### src/verilog/mpf_pkg.sv
// Package of pin positions, widths and reset values for the multi-use pin selector
`default_nettype none
package mpf_pkg;
  // ****************************************
  // Widths
  // ****************************************
  localparam int GIO_W = 23; // General I/O lines 0..22 on shared pins
  localparam int SEG_N = 14; // Shared segment-only pins
  localparam int TEST_MUX_SELECT_W = 4; // Test mux select width
  localparam int TEST_MUX_SELECT_N = 16; // Test mux inputs
  localparam int TRACE_W = 4; // Trace bus width
  // ****************************************
  // General I/O line positions
  // ****************************************
  localparam int GIO_OPTICAL_RECEIVE = 1; // Optical receive line
  localparam int GIO_OPTICAL_TRANSMIT = 2; // Optical transmit line
  localparam int GIO_EE_SCK = 4; // Two-wire serial clock
  localparam int GIO_EE_SDA = 5; // Two-wire serial data
  localparam int GIO_PULSE_E = 6; // Energy pulse
  localparam int GIO_PULSE_R = 7; // Reactive pulse
  localparam int GIO_PULSE_X = 8; // Auxiliary X pulse
  localparam int GIO_PULSE_Y = 9; // Auxiliary Y pulse
  localparam int GIO_UART_A = 18; // Alternate UART pin A
  localparam int GIO_UART_B = 22; // Alternate UART pin B
  // ****************************************
  // Shared segment pin positions
  // ****************************************
  localparam int SEG_SPI_CLK = 0; // Segment 3
  localparam int SEG_SPI_OUT = 1; // Segment 4
  localparam int SEG_SPI_SEL = 2; // Segment 5
  localparam int SEG_SPI_IN = 3; // Segment 6
  localparam int SEG_MUX_SYNC = 4; // Segment 7
  localparam int SEG_EMU_DATA = 5; // Segment 9
  localparam int SEG_EMU_TCLK = 6; // Segment 10
  localparam int SEG_EMU_RST = 7; // Segment 11
  localparam int SEG_CLK_TEST = 8; // Segment 19
  localparam int SEG_TRACE0 = 9; // Segments 51..54
  localparam int SEG_TRACE_HS = 13; // Segment 55
  // ****************************************
  // Reset values
  // ****************************************
  localparam logic RST_LVL = 1'b0; // Pin outputs and flags at reset
  localparam logic RST_RX_IDLE = 1'b1; // Idle level of a UART receive line
endpackage
`default_nettype wire

### src/verilog/mpf_btn_if.sv
// Interface between the pin selector and its push-button event unit
`default_nettype none
interface mpf_btn_if;
  logic low_power; // Device is in sleep or LCD-only mode
  logic flag_clear; // Software clear of the button flag
  logic event_flag; // Sticky button event flag
  logic wake; // One-cycle wake request
  modport core (input low_power, input flag_clear, output event_flag, output wake);
  modport top (output low_power, output flag_clear, input event_flag, input wake);
endinterface
`default_nettype wire

### src/verilog/mpf_pin_select.sv
// Multi-use pin function selector: LCD, general I/O and peripheral routing
`default_nettype none
module mpf_pin_select #(
  parameter int GIO_LINES = mpf_pkg::GIO_W // Number of shared I/O lines
) (
  input wire logic ref_clk_i, // 40 MHz system clock
  input wire logic sys_rst_i, // Synchronous reset, active high
  input wire logic debug_port_enable_pin_i, // Emulator strap pin
  input wire logic push_button_input_i, // Button pin
  input wire logic low_power_mode_i, // Sleep or LCD-only mode
  input wire logic button_flag_clear_i, // Clear of the button flag
  output logic button_event_flag_o, // Sticky button flag
  output logic wake_o, // Wake pulse
  input wire logic [GIO_LINES-1:0] gio_lcd_sel_i, // 1: line drives LCD
  input wire logic [GIO_LINES-1:0] gio_lcd_i, // LCD waveform per line
  input wire logic [GIO_LINES-1:0] gio_out_i, // I/O output data
  input wire logic [GIO_LINES-1:0] gio_oe_i, // I/O output enable
  input wire logic [GIO_LINES-1:0] gio_pin_i, // Line pin level
  output logic [GIO_LINES-1:0] gio_pin_o, // Line pin drive value
  output logic [GIO_LINES-1:0] gio_pin_oe_o, // Line pin enable
  output logic [GIO_LINES-1:0] gio_in_o, // Synced line levels
  input wire logic eeprom_sel_i, // Two-wire interface selected
  input wire logic eeprom_sck_i, // Two-wire clock
  input wire logic eeprom_sda_low_i, // Pull data low
  output logic eeprom_sda_o, // Synced data level
  input wire logic pulse_sel_i, // Pulse outputs selected
  input wire logic energy_pulse_out_i, // Energy pulse
  input wire logic reactive_pulse_out_i, // Reactive pulse
  input wire logic aux_pulse_x_i, // Auxiliary X pulse
  input wire logic aux_pulse_y_i, // Auxiliary Y pulse
  input wire logic optical_receive_sel_i, // Line 1 as optical receive
  output logic optical_receive_o, // UART receive data
  input wire logic optical_transmit_sel_i, // Line 2 as optical transmit
  input wire logic optical_transmit_i, // LED transmit data
  input wire logic uart_remap_enable_i, // Alternate UART on 18/22
  input wire logic uart_remap_select_i, // 0: transmit on 18, 1: on 22
  input wire logic alt_uart_transmit_i, // Alternate UART transmit
  output logic alt_uart_receive_o, // Alternate UART receive
  input wire logic [mpf_pkg::SEG_N-1:0] seg_lcd_i, // LCD waveform per shared seg
  input wire logic [mpf_pkg::SEG_N-1:0] seg_pin_i, // Shared seg pin level
  output logic [mpf_pkg::SEG_N-1:0] seg_pin_o, // Shared seg drive value
  output logic [mpf_pkg::SEG_N-1:0] seg_pin_oe_o, // Shared seg enable
  input wire logic spi_sel_i, // Slave SPI port selected
  input wire logic spi_port_out_i, // SPI serial output
  output logic spi_clk_o, // SPI clock in
  output logic spi_port_select_n_o, // SPI select, active low
  output logic spi_port_in_o, // SPI serial in
  input wire logic emulator_data_out_i, // Emulator data drive
  input wire logic emulator_data_oe_i, // Emulator data enable
  input wire logic emulator_trace_clock_i, // Emulator trace clock
  output logic emulator_serial_data_o, // Emulator data in
  output logic emulator_reset_o, // Emulator reset in
  output logic debug_port_active_o, // Synced strap
  input wire logic trace_sel_i, // Trace bus selected
  input wire logic [mpf_pkg::TRACE_W-1:0] trace_bus_bit_i, // Trace bus
  input wire logic trace_sync_out_i, // Trace sync drive
  input wire logic trace_sync_oe_i, // Trace sync enable
  output logic trace_sync_break_request_o, // Break request in
  input wire logic clock_out_enable_i, // Clock test on seg 19
  input wire logic clock_test_output_i, // Clock to show
  input wire logic mux_sync_enable_i, // Mux sync on seg 7
  input wire logic mux_sync_output_i, // Mux sync signal
  input wire logic [mpf_pkg::TEST_MUX_SELECT_W-1:0] test_mux_select_i, // Test mux select
  input wire logic [mpf_pkg::TEST_MUX_SELECT_N-1:0] test_mux_src_i, // Test mux sources
  output logic test_mux_output_o // Test mux pin
);
  import mpf_pkg::*;

  // Elaboration check: the fixed-function lines reach up to line 22
  if (GIO_LINES < GIO_W)
  begin : gio_lines_check
    $error("GIO_LINES too small for fixed function lines");
  end

  // ****************************************
  // Pin synchronisers
  // ****************************************
  logic [GIO_LINES-1:0] gio_meta; // First stage only feeds gio_sync
  logic [GIO_LINES-1:0] gio_sync;
  logic [SEG_N-1:0] seg_meta;
  logic [SEG_N-1:0] seg_sync;
  logic strap_meta;
  logic strap_sync;

  // Two flops on every pin level coming from outside
  always_ff @(posedge ref_clk_i)
  begin
    if (sys_rst_i)
    begin
      gio_meta <= '0;
      gio_sync <= '0;
      seg_meta <= '0;
      seg_sync <= '0;
      strap_meta <= RST_LVL;
      strap_sync <= RST_LVL;
    end
    else
    begin
      gio_meta <= gio_pin_i;
      gio_sync <= gio_meta;
      seg_meta <= seg_pin_i;
      seg_sync <= seg_meta;
      strap_meta <= debug_port_enable_pin_i;
      strap_sync <= strap_meta;
    end
  end

  // ****************************************
  // Pin routing
  // ****************************************
  logic [GIO_LINES-1:0] gpo;
  logic [GIO_LINES-1:0] gpe;
  logic [SEG_N-1:0] spo;
  logic [SEG_N-1:0] spe;
  logic [GIO_LINES-1:0] next_gpo;
  logic [GIO_LINES-1:0] next_gpe;
  logic [SEG_N-1:0] next_spo;
  logic [SEG_N-1:0] next_spe;
  logic next_optical_receive;
  logic next_alt_rx;
  logic next_test_mux_select;
  logic optical_receive;
  logic alt_rx;
  logic test_mux_select;

  // Next pin drive; later overrides win, so peripheral selects beat LCD/I/O mode
  always_comb
  begin
    for (int i = 0; i < GIO_LINES; i++)
    begin
      next_gpo[i] = gio_lcd_sel_i[i] ? gio_lcd_i[i] : gio_out_i[i];
      next_gpe[i] = gio_lcd_sel_i[i] | gio_oe_i[i];
    end
    if (eeprom_sel_i)
    begin
      next_gpo[GIO_EE_SCK] = eeprom_sck_i;
      next_gpe[GIO_EE_SCK] = 1'b1;
      next_gpo[GIO_EE_SDA] = 1'b0;
      next_gpe[GIO_EE_SDA] = eeprom_sda_low_i; // Open drain: enable only to pull low
    end
    if (pulse_sel_i)
    begin
      next_gpo[GIO_PULSE_E] = energy_pulse_out_i;
      next_gpo[GIO_PULSE_R] = reactive_pulse_out_i;
      next_gpo[GIO_PULSE_X] = aux_pulse_x_i;
      next_gpo[GIO_PULSE_Y] = aux_pulse_y_i;
      next_gpe[GIO_PULSE_Y:GIO_PULSE_E] = 4'hF;
    end
    if (optical_receive_sel_i)
    begin
      next_gpe[GIO_OPTICAL_RECEIVE] = 1'b0;
    end
    if (optical_transmit_sel_i)
    begin
      next_gpo[GIO_OPTICAL_TRANSMIT] = optical_transmit_i;
      next_gpe[GIO_OPTICAL_TRANSMIT] = 1'b1;
    end
    if (uart_remap_enable_i)
    begin
      // Transmit pin drives, the other listens
      next_gpo[uart_remap_select_i ? GIO_UART_B : GIO_UART_A] = alt_uart_transmit_i;
      next_gpe[GIO_UART_A] = ~uart_remap_select_i;
      next_gpe[GIO_UART_B] = uart_remap_select_i;
    end
    // Receive paths idle high when not routed, so a UART never sees a false start
    next_optical_receive = optical_receive_sel_i ? gio_sync[GIO_OPTICAL_RECEIVE] : RST_RX_IDLE;
    next_alt_rx = RST_RX_IDLE;
    if (uart_remap_enable_i)
      next_alt_rx = uart_remap_select_i ? gio_sync[GIO_UART_A] : gio_sync[GIO_UART_B];
    // Shared segments default to LCD drive
    next_spo = seg_lcd_i;
    next_spe = '1;
    if (spi_sel_i)
    begin
      next_spe[SEG_SPI_CLK] = 1'b0;
      next_spe[SEG_SPI_SEL] = 1'b0;
      next_spe[SEG_SPI_IN] = 1'b0;
      next_spo[SEG_SPI_OUT] = spi_port_out_i;
      next_spe[SEG_SPI_OUT] = ~seg_sync[SEG_SPI_SEL]; // Release output while deselected
    end
    if (mux_sync_enable_i)
      next_spo[SEG_MUX_SYNC] = mux_sync_output_i;
    if (clock_out_enable_i)
      next_spo[SEG_CLK_TEST] = clock_test_output_i;
    // Strap low leaves segments 9-11 on the LCD defaults above
    if (strap_sync)
    begin
      next_spo[SEG_EMU_DATA] = emulator_data_out_i;
      next_spe[SEG_EMU_DATA] = emulator_data_oe_i;
      next_spo[SEG_EMU_TCLK] = emulator_trace_clock_i;
      next_spe[SEG_EMU_RST] = 1'b0;
    end
    if (trace_sel_i)
    begin
      next_spo[SEG_TRACE0 +: TRACE_W] = trace_bus_bit_i;
      next_spo[SEG_TRACE_HS] = trace_sync_out_i;
      next_spe[SEG_TRACE_HS] = trace_sync_oe_i;
    end
    next_test_mux_select = test_mux_src_i[test_mux_select_i];
  end

  // Pin drives, receive paths and the test mux output are registered so a function switches only on a clock edge
  always_ff @(posedge ref_clk_i)
  begin
    if (sys_rst_i)
    begin
      gpo <= '0;
      gpe <= '0;
      spo <= '0;
      spe <= '0;
      optical_receive <= RST_RX_IDLE;
      alt_rx <= RST_RX_IDLE;
      test_mux_select <= RST_LVL;
    end
    else
    begin
      gpo <= next_gpo;
      gpe <= next_gpe;
      spo <= next_spo;
      spe <= next_spe;
      optical_receive <= next_optical_receive;
      alt_rx <= next_alt_rx;
      test_mux_select <= next_test_mux_select;
    end
  end

  assign gio_pin_o = gpo;
  assign gio_pin_oe_o = gpe;
  assign gio_in_o = gio_sync;
  assign eeprom_sda_o = gio_sync[GIO_EE_SDA];
  assign optical_receive_o = optical_receive;
  assign alt_uart_receive_o = alt_rx;
  assign seg_pin_o = spo;
  assign seg_pin_oe_o = spe;
  assign spi_clk_o = seg_sync[SEG_SPI_CLK];
  assign spi_port_select_n_o = seg_sync[SEG_SPI_SEL];
  assign spi_port_in_o = seg_sync[SEG_SPI_IN];
  assign emulator_serial_data_o = seg_sync[SEG_EMU_DATA];
  assign emulator_reset_o = strap_sync & seg_sync[SEG_EMU_RST];
  assign debug_port_active_o = strap_sync;
  assign trace_sync_break_request_o = trace_sel_i & seg_sync[SEG_TRACE_HS];
  assign test_mux_output_o = test_mux_select;

  // ****************************************
  // Push button
  // ****************************************
  mpf_btn_if btn ();
  assign btn.low_power = low_power_mode_i;
  assign btn.flag_clear = button_flag_clear_i;

  mpf_button u_button (
    .ref_clk_i(ref_clk_i),
    .sys_rst_i(sys_rst_i),
    .push_button_input_i(push_button_input_i),
    .btn(btn)
  );

  assign button_event_flag_o = btn.event_flag;
  assign wake_o = btn.wake;
endmodule
`default_nettype wire

### src/verilog/mpf_button.sv
// Push-button synchroniser, rising-edge event flag and wake pulse
`default_nettype none
module mpf_button (
  input wire logic ref_clk_i, // System clock
  input wire logic sys_rst_i, // Synchronous reset, active high
  input wire logic push_button_input_i, // Raw button pin
  mpf_btn_if.core btn // Flag and wake towards the selector
);
  import mpf_pkg::*;
  // ****************************************
  // Synchroniser and edge state
  // ****************************************
  logic pb_meta; // First stage, read only by pb_sync
  logic pb_sync; // Second stage
  logic pb_prev; // Previous synced level
  logic flag; // Sticky event
  logic wake; // Wake pulse
  logic next_flag;
  logic next_wake;
  logic rise;

  // Edge detect looks only at the settled stages
  always_comb
  begin
    rise = pb_sync & ~pb_prev;
    next_flag = (flag & ~btn.flag_clear) | rise;
    next_wake = rise & btn.low_power;
  end

  // Registers; reset holds every stage low as the idle button level
  always_ff @(posedge ref_clk_i)
  begin
    if (sys_rst_i)
    begin
      pb_meta <= RST_LVL;
      pb_sync <= RST_LVL;
      pb_prev <= RST_LVL;
      flag <= RST_LVL;
      wake <= RST_LVL;
    end
    else
    begin
      pb_meta <= push_button_input_i;
      pb_sync <= pb_meta;
      pb_prev <= pb_sync;
      flag <= next_flag;
      wake <= next_wake;
    end
  end

  assign btn.event_flag = flag;
  assign btn.wake = wake;
endmodule
`default_nettype wire

### config.mk
export PLATFORM = sky130hd
export DESIGN_NAME = mpf_pin_select
export DESIGN_NICKNAME = d
export VERILOG_FILES = /design/src/verilog/mpf_pkg.sv /design/src/verilog/mpf_btn_if.sv /design/src/verilog/mpf_pin_select.sv /design/src/verilog/mpf_button.sv
export SDC_FILE = /design/constraint.sdc
export NUM_CORES = 1
export LEC_CHECK = 0
export ABC_AREA = 1
export BUFFER_PORTS_ARGS = -buffer_cell sky130_fd_sc_hd__buf_2
export CELL_PAD_IN_SITES_DETAIL_PLACEMENT = 1
export CELL_PAD_IN_SITES_GLOBAL_PLACEMENT = 2
export CORE_AREA = 5 5 152 154
export CTS_CLUSTER_SIZE = 8
export DETAILED_ROUTE_END_ITERATION = 10
export DIE_AREA = 0 0 157 159
export MAX_ROUTING_LAYER = met4
export PLACE_DENSITY = 0.83
export SLEW_MARGIN = 20
export SYNTH_ARGS = -nofsm -noshare
export SYNTH_HDL_FRONTEND = slang
export SYNTH_SLANG_ARGS = --single-unit
### constraint.sdc
create_clock -name ref_clk_i -period 1.05 [get_ports ref_clk_i]
set_input_delay 0.21 -clock ref_clk_i [delete_from_list [all_inputs] [get_ports ref_clk_i]]
set_output_delay 0.21 -clock ref_clk_i [all_outputs]
set_load 0.03 [all_outputs]
==> results.md, run 1 <==
- complete, but fails checks — outcome
- negative setup slack — failing checks
- reg -> out — Worst Setup Path Type
- 134 — post-synthesis sequential element count
- 0 — count of yosys warnings during synthesis
- 159 um — floorplan die height
- 20.5% — Initial Utilization
- 846 MHz — achievable frequency
- 48.8% — share of cells above drive strength 1
- 60.7% — share of Yosys cell area claimed by the top area cell type
- 87.3% — P&R area growth vs syn
- 14.5% — Global Route Usage Sum
- 23 — Unique masters post-synth
- 27100 um — global-route wire length before repair
- 38.4% — post-route core utilization
- 0.0231 ns — post-route worst hold slack
- 4653 — via count of the routed design
- 1102 — number of nets in the layout
- 0 — total of max-cap violations
- 4 — initial antenna violation count
- 41 — largest net degree at the start of global routing
- sky130_fd_sc_hd__dfxtp_1 — biggest area consumer among synthesized cells
- 107 — total setup violations reported at the end of the flow
- 1630 mW/mm^2 — PwrDens
- 8.30 um^2 — Avg Synthesized Cell Area
- 16.2% — combinational share of power
- 3.57 mW — switching power of the nets
- 15.0 um — detailed-route wire length per cell
- 3.88 — post-detailed-route via-to-cell ratio
- 4 — number of detailed-route iterations in the first pass
- 0.84 ns — critical path required time
- 0.00442 mm^2 — synthesized area
- 0.05 ns — clock-pin slew on the worst setup and hold paths
- sky130_fd_sc_hd__clkbuf_16 — Clock Tree Root
- 134 — clock tree sinks
- 26.4% — fraction of power spent switching nets
- 0.10 ns — setup slack of the worst register-to-register path
- 0.00828 mm^2 — cell area after layout
- 113% — post-route clock period utilization
- 1.18 ns — final period demand of the worst path
- 309 — I/O pin cnt
- -2.63 ns — post-route setup TNS
- 0.00623 mm^2 — Post-Place Cell Area
- 54 — number of rows in the core area
- 157 um — Die X-Extent
- 0 — remaining number of nets flagged by the antenna check after routing
- 0 — Max Transition Viols Final
- 17 — Inserted Clock Buffers
- 42.8% — portion of total power attributed to the clock network
- 300 — IO Port Bufs
- 0.41 ns — clock latency of the later-clocked register in the worst-skew pair
- 0 — number of remaining DRC errors
- 0.317 ns — Tightest Pin Transition
- 12800 um — estimated wirelength of the detail-placed design
- true — RSZ-0062 raised after global routing
- 9.96 mW — P_int
- primary output — critical path capture point type
- -0.132 ns — final worst-path setup slack
- 0.0216 mm^2 — area of the core region
- 0.00953 ns — Clock Skews
- 161 — count of routing violations after the opening detailed-route iteration
- 0 — number of failing hold endpoints at the final stage
- 78.9% — Relative slew margins
- 4 — # H-tree levels
- 60.7% — register area share after synthesis
- in -> reg — worst hold path type
- 4.22 nW — Leakage Power
- 0.97 ns — critical path arrival
- 2 — critical path fanouts, max
- 0.959 mV — maximum resistive drop on vdd
- sky130_fd_sc_hd__buf_2 (189), sky130_fd_sc_hd__nor2_1 (125), sky130_fd_sc_hd__inv_1 (120) — most frequent cells in the layout
- built — TritonCTS clock tree
- 0.0311 ns — Setup WS pre-CTS
- 18000 um — wire length after detailed routing
- 0.788 — routability-driven placement congestion ratio
- 0.0250 mm^2 — Die Footprint
- sky130_fd_sc_hd__buf_2 — most common library cell in the layout ignoring fill and taps
- 732 — Syn Nets
- sky130_fd_sc_hd__dfxtp_1 (61%), sky130_fd_sc_hd__nor2_1 (11%), sky130_fd_sc_hd__inv_1 (10%), sky130_fd_sc_hd__a21oi_1 (3.2%), sky130_fd_sc_hd__nand2_1 (3.1%) — leading cell types by total area after synthesis
- 41.0% — sequential share of power
- register — critical path launch point type
- 5104 — number of global-route vias before repair
- 0 — leftover overflow at the end of global routing
- 2 — buffer levels on the longest clock path
- 533 — number of cells produced by synthesis
==> timing repair <==
item,4_1_cts,5_1_grt
gates cloned,0,0
hold buffers,63,0
pin swaps,2,0
setup buffers,3,1
endpoints found under the setup margin,110,110
endpoints found under the hold margin,60,0
gates resized for setup,322,1
==> synthesized netlist by cell type <==
library cell                 n
sky130_fd_sc_hd__nor3_1      2
sky130_fd_sc_hd__buf_2      11
sky130_fd_sc_hd__clkinv_2    1
sky130_fd_sc_hd__o211ai_1   11
sky130_fd_sc_hd__dfxtp_1   134
sky130_fd_sc_hd__o21ai_1     6
sky130_fd_sc_hd__nand2_2     1
sky130_fd_sc_hd__a21oi_1    28
sky130_fd_sc_hd__inv_8       1
sky130_fd_sc_hd__inv_1     120
sky130_fd_sc_hd__nand3b_1    1
sky130_fd_sc_hd__or2_2       1
sky130_fd_sc_hd__nor3b_1     1
sky130_fd_sc_hd__a211oi_1    1
sky130_fd_sc_hd__nand2_1    37
sky130_fd_sc_hd__buf_6       2
sky130_fd_sc_hd__o21ai_0    23
sky130_fd_sc_hd__nand3_1    11
sky130_fd_sc_hd__buf_4      12
sky130_fd_sc_hd__o31ai_1     1
sky130_fd_sc_hd__a21oi_2     1
sky130_fd_sc_hd__a31oi_1     2
sky130_fd_sc_hd__nor2_1    125
==> critical path: stages, from the launching register on <==
cell	delay, ns
sky130_fd_sc_hd__dfxtp_2	0.33
sky130_fd_sc_hd__nand2_1	0.05
sky130_fd_sc_hd__inv_1	0.06
sky130_fd_sc_hd__buf_6	0.13
==> logic make-up after synthesis <==
kind of cell / Yosys count / synth area share [%]
AOI/OAI and AO/OA: 73 / 9.14
and+or+nand+nor: 179 / 15.8
DFF: 134 / 60.7
buffers and inverters: 147 / 14.3
==> stage by stage <==
step,total power [mW],instances
finish,13.5,1199
global route,14.2,1198
CTS,13.7,1193
detailed placement,7.28,1097
global placement,7.24,1097
floorplan,6.50,533
==> power groups by stage <==
stage,Clock [mW],Combinational (mW),Sequential (mW)
floorplan,0,0.476,6.02
CTS,5.99,2.20,5.55
global route,6.25,2.36,5.58
global placement,0,1.69,5.55
finish,5.79,2.19,5.55
detailed placement,0,1.72,5.56
==> sequential cells by signal, indices dropped and copies added, names as in the netlist, 6 cells and up <==
name          flops
gio_in_o         23
gio_meta         23
gio_pin_o        23
gio_pin_oe_o     23
seg_meta          6
seg_pin_o        14
seg_pin_oe_o      6
seg_sync          6
==> path summary, 6_finish.rpt <==
check	to	cells after the start	startpoint
worst max-delay path	emulator_reset_o	3	debug_port_active_o
worst min-delay path	gio_pin_oe_o[14]	3	gio_oe_i[14]
worst max register to register	seg_pin_oe_o[5]	5	debug_port_active_o
worst min register to register	gio_in_o[22]	2	gio_meta[22]
==> routing by layer <==
layer / track usage (%) / up-vias / wire (um)
met5: - / - / 0
met4: 5.76 / 0 / 551
met3: 4.78 / 28 / 1470
met2: 25.4 / 173 / 9360
met1: 14.9 / 2133 / 6640
li1: - / 2319 / -
==> final cells by class <==
| cell class | count | area, um^2 |
|---|---|---|
| antenna | 5 | 12.5 |
| tap | 280 | 350 |
| inverter | 122 | 467 |
| clock inverter | 11 | 129 |
| timing repair buffer | 376 | 2970 |
| sequential | 134 | 2810 |
| fill | 2563 | 13300 |
| clock buffer | 19 | 433 |
| multi-input combinational | 252 | 1100 |
Power figures use the tool's default switching activity.
==> run 2: changes to the inputs <==
Settings changed: SYNTH_HIERARCHICAL set to 1.
==> results.md, run 2 <==
- complete, but fails checks — outcome
- negative setup slack — failing checks
- 0.0189 ns — post-route worst hold slack, -0.00424 ns
- register — critical path launch point type
- in -> reg — worst hold path type
- 2 — initial antenna violation count, -2
- 134 — clock tree sinks, unchanged
- 300 — IO Port Bufs, unchanged
- 0 — total of max-cap violations, unchanged
- 0 — number of failing hold endpoints at the final stage, unchanged
- debug_port_active_o — startpoint of the most critical register-to-register path
- 3.86 — post-detailed-route via-to-cell ratio, -0.55%
- 7 — critical path fanouts, max, +5
- 1203 — filler-free cell count of the finished design, +0.33%
- gio_meta[3] — Endpoint, Worst Hold
- 0.0250 mm^2 — Die Footprint, unchanged
- 535 — number of cells produced by synthesis, +0.38%
- sky130_fd_sc_hd__dfxtp_1 — most common cell in the netlist
- 54 — number of rows in the core area, unchanged
- 134 — post-synthesis sequential element count, unchanged
- 4 — # H-tree levels, unchanged
- 309 — I/O pin cnt, unchanged
- 17 — Inserted Clock Buffers, unchanged
- 0.41 ns — crit-path max cell delay, +0.08 ns
- 87.6% — P&R area growth vs syn
- true — RSZ-0062 raised after global routing
- 0 — Max Transition Viols Final, unchanged
- primary output — critical path capture point type
- flip-flops — Largest delay share family, worst path
- 113% — post-route clock period utilization, +0.88 points
- sky130_fd_sc_hd__dfxtp_1 (61%), sky130_fd_sc_hd__nor2_1 (11%), sky130_fd_sc_hd__inv_1 (10%), sky130_fd_sc_hd__a21oi_1 (3.0%), sky130_fd_sc_hd__o21ai_0 (3.0%) — leading cell types by total area after synthesis
- 17600 um — wire length after detailed routing, -2.1%
- 14.1% — Global Route Usage Sum, -0.44 points
- sky130_fd_sc_hd__clkbuf_16 — Clock Tree Root
- 1101 — cell count after placement, +0.36%
- sky130_fd_sc_hd__buf_2 (189), sky130_fd_sc_hd__nor2_1 (127), sky130_fd_sc_hd__inv_1 (120) — most frequent cells in the layout
- 0.15 ns — setup slack of the worst register-to-register path, +0.05 ns
- reg -> out — Worst Setup Path Type
- 24 — Unique masters post-synth, +4.3%
- gio_pin_i[3] — startpoint of the lowest-slack hold path
- 12600 um — estimated wirelength of the detail-placed design, -1.5%
- 4 — number of detailed-route iterations in the first pass, unchanged
- 0.07 ns — clock-pin slew on the worst setup and hold paths, +0.02 ns
- 108 — total setup violations reported at the end of the flow, +0.93%
- buf_6 — crit-path cells
- 4.24 nW — Leakage Power, +0.55%
- 38.6% — post-route core utilization, +0.13 points
- 0 — remaining number of nets flagged by the antenna check after routing, unchanged
- sky130_fd_sc_hd__dfxtp_1 (134), sky130_fd_sc_hd__nor2_1 (127), sky130_fd_sc_hd__inv_1 (120), sky130_fd_sc_hd__nand2_1 (34) — list of most frequent post-synthesis cells
- 26600 um — global-route wire length before repair, -1.7%
- 0.98 ns — critical path arrival, about the same
- 0.84 ns — critical path required time, about the same
- 1.19 ns — final period demand of the worst path, +0.00926 ns
- 76.9% — Relative slew margins, -2.0 points
- 14.7 um — detailed-route wire length per cell, -2.5%
- 60.5% — share of Yosys cell area claimed by the top area cell type, -0.12 points
- 6 — count of yosys warnings during synthesis, +6
- 60.5% — register area share after synthesis, -0.12 points
- 734 — Syn Nets, +0.27%
- sky130_fd_sc_hd__dfxtp_1 — leading register cell type out of synthesis
- 8.28 um^2 — Avg Synthesized Cell Area, -0.18%
- 0.347 ns — Tightest Pin Transition, +0.0297 ns
- 4643 — via count of the routed design, -0.21%
- 0 — leftover overflow at the end of global routing, unchanged
- sky130_fd_sc_hd__dfxtp_1 — biggest area consumer among synthesized cells
- 1107 — number of nets in the layout, +0.45%
- 159 um — floorplan die height, unchanged
- 5046 — number of global-route vias before repair, -1.1%
- sky130_fd_sc_hd__buf_2 — most common library cell in the layout ignoring fill and taps
- 0.0216 mm^2 — area of the core region, unchanged
- 1640 mW/mm^2 — PwrDens, +0.21%
- 2 — buffer levels on the longest clock path, unchanged
- -0.0587 ns — Setup WS pre-CTS, -0.0898 ns
- 0.40 ns — clock latency of the later-clocked register in the worst-skew pair, about the same
- 0 — number of remaining DRC errors, unchanged
- 3 — hold depth, unchanged
- 157 um — Die X-Extent, unchanged
- 1 — cell count along the critical path, -2
- 20.6% — Initial Utilization, +0.041 points
- 840 MHz — achievable frequency, -0.78%
- 0.816 — routability-driven placement congestion ratio, +3.5%
- sky130_fd_sc_hd__dfxtp_4 — Worst path slowest cell
- 0.821 mV — maximum resistive drop on vdd, -14%
- built — TritonCTS clock tree
- -0.141 ns — final worst-path setup slack, -0.00926 ns
- 0.00443 mm^2 — synthesized area, +0.20%
- seg_pin_o[5] — endpoint of the worst-slack reg-to-reg timing path
- 0.00482 ns — Clock Skews, -0.00470 ns
- 0 — count of flip-flops with a built-in enable after synthesis, unchanged
- 1 — critical path buffer and inverter count, -1
- 0% — post-synthesis async set-or-reset flop share, unchanged
- 49.1% — share of cells above drive strength 1, +0.28 points
- 135 — count of routing violations after the opening detailed-route iteration, -16%
- 4 — cell count of the worst reg-to-reg path, -1
- 61 — largest net degree at the start of global routing, +49%
==> run 2: cell types whose count changed in the layout (fill, tap and decap cells not counted), sizes merged, moves of 2 or more <==
cell / change
dlygate4sd3: +3
nor2: +3
clkinv: -2
nand3: +2
clkbuf: +3
nand2: -3
o211ai: -2
diode: -3
inv: +5
==> run 2: report_power, final <==
group          leakage, nW  total, mW  internal [mW]  switching, mW
registers             1.14       5.56           5.42          0.140
logic                 2.81       2.18           1.06           1.13
clock network        0.287       5.87           3.50           2.36
total                 4.24       13.6           9.98           3.63
==> run 2: logic make-up (layout without fill, tap and decap cells) <==
group | after synthesis | count (layout) | share of synthesized area [%]
mux | 1 | 1 | 0.254
compound gates | 71 | 71 | 8.78
flops | 134 | 134 | 60.5
other cells | 0 | 2 | 0
buf+inv | 148 | 534 | 14.2
simple gates | 181 | 181 | 16.2
==> run 2: metal layers <==
| metal | part of all wire [%] | vias up | global-route usage (%) |
|---|---|---|---|
| li1 | - | 2327 | - |
| met1 | 38 | 2116 | 14.5 |
| met2 | 52 | 181 | 25.0 |
| met3 | 8.8 | 19 | 4.70 |
| met4 | 2.0 | 0 | 4.65 |
| met5 | 0 | - | - |
==> run 2: area by class of cell <==
cell class,count,area [um^2]
Antenna cell,2,5.00
Clock buffer,21,470
Clock inverter,11,115
Fill cell,2575,13200
Inverter,123,469
Multi-Input combinational cell,253,1120
Sequential cell,134,2810
Tap cell,280,350
Timing Repair Buffer,379,2970
==> run 2: through the flow <==
| stage | instance area, um^2 | setup TNS [ns] | total power, mW |
|---|---|---|---|
| detailed placement | 6230 | -0.363 | 7.27 |
| global placement | 6230 | -0.0114 | 7.24 |
| finish | 8310 | -2.94 | 13.6 |
| floorplan | 4430 | 0 | 6.49 |
| CTS | 8270 | -5.99 | 13.8 |
| global route | 8310 | -8.09 | 14.3 |
==> run 2: how the worst max path moves through the flow <==
| stage | from | to | slack (ns) |
|---|---|---|---|
| global route | debug_port_active_o | emulator_reset_o | -0.21 |
| global placement | sys_rst_i | gio_pin_o[4] | -0.005 |
| CTS | debug_port_active_o | emulator_reset_o | -0.18 |
| finish | seg_pin_oe_o[11] | seg_pin_oe_o[4] | -0.14 |
| floorplan | debug_port_active_o | emulator_reset_o | 0.01 |
| detailed placement | sys_rst_i | gio_pin_o[14] | -0.06 |
==> run 2: repair_timing <==
| action | CTS | global route |
|---|---|---|
| endpoints found under the setup margin | 110 | 110 |
| hold endpoints to repair | 62 | 1 |
| pin swaps | 0 | 0 |
| hold buffers | 65 | 1 |
| buffers inserted | 0 | 2 |
| gates resized for setup | 316 | 5 |
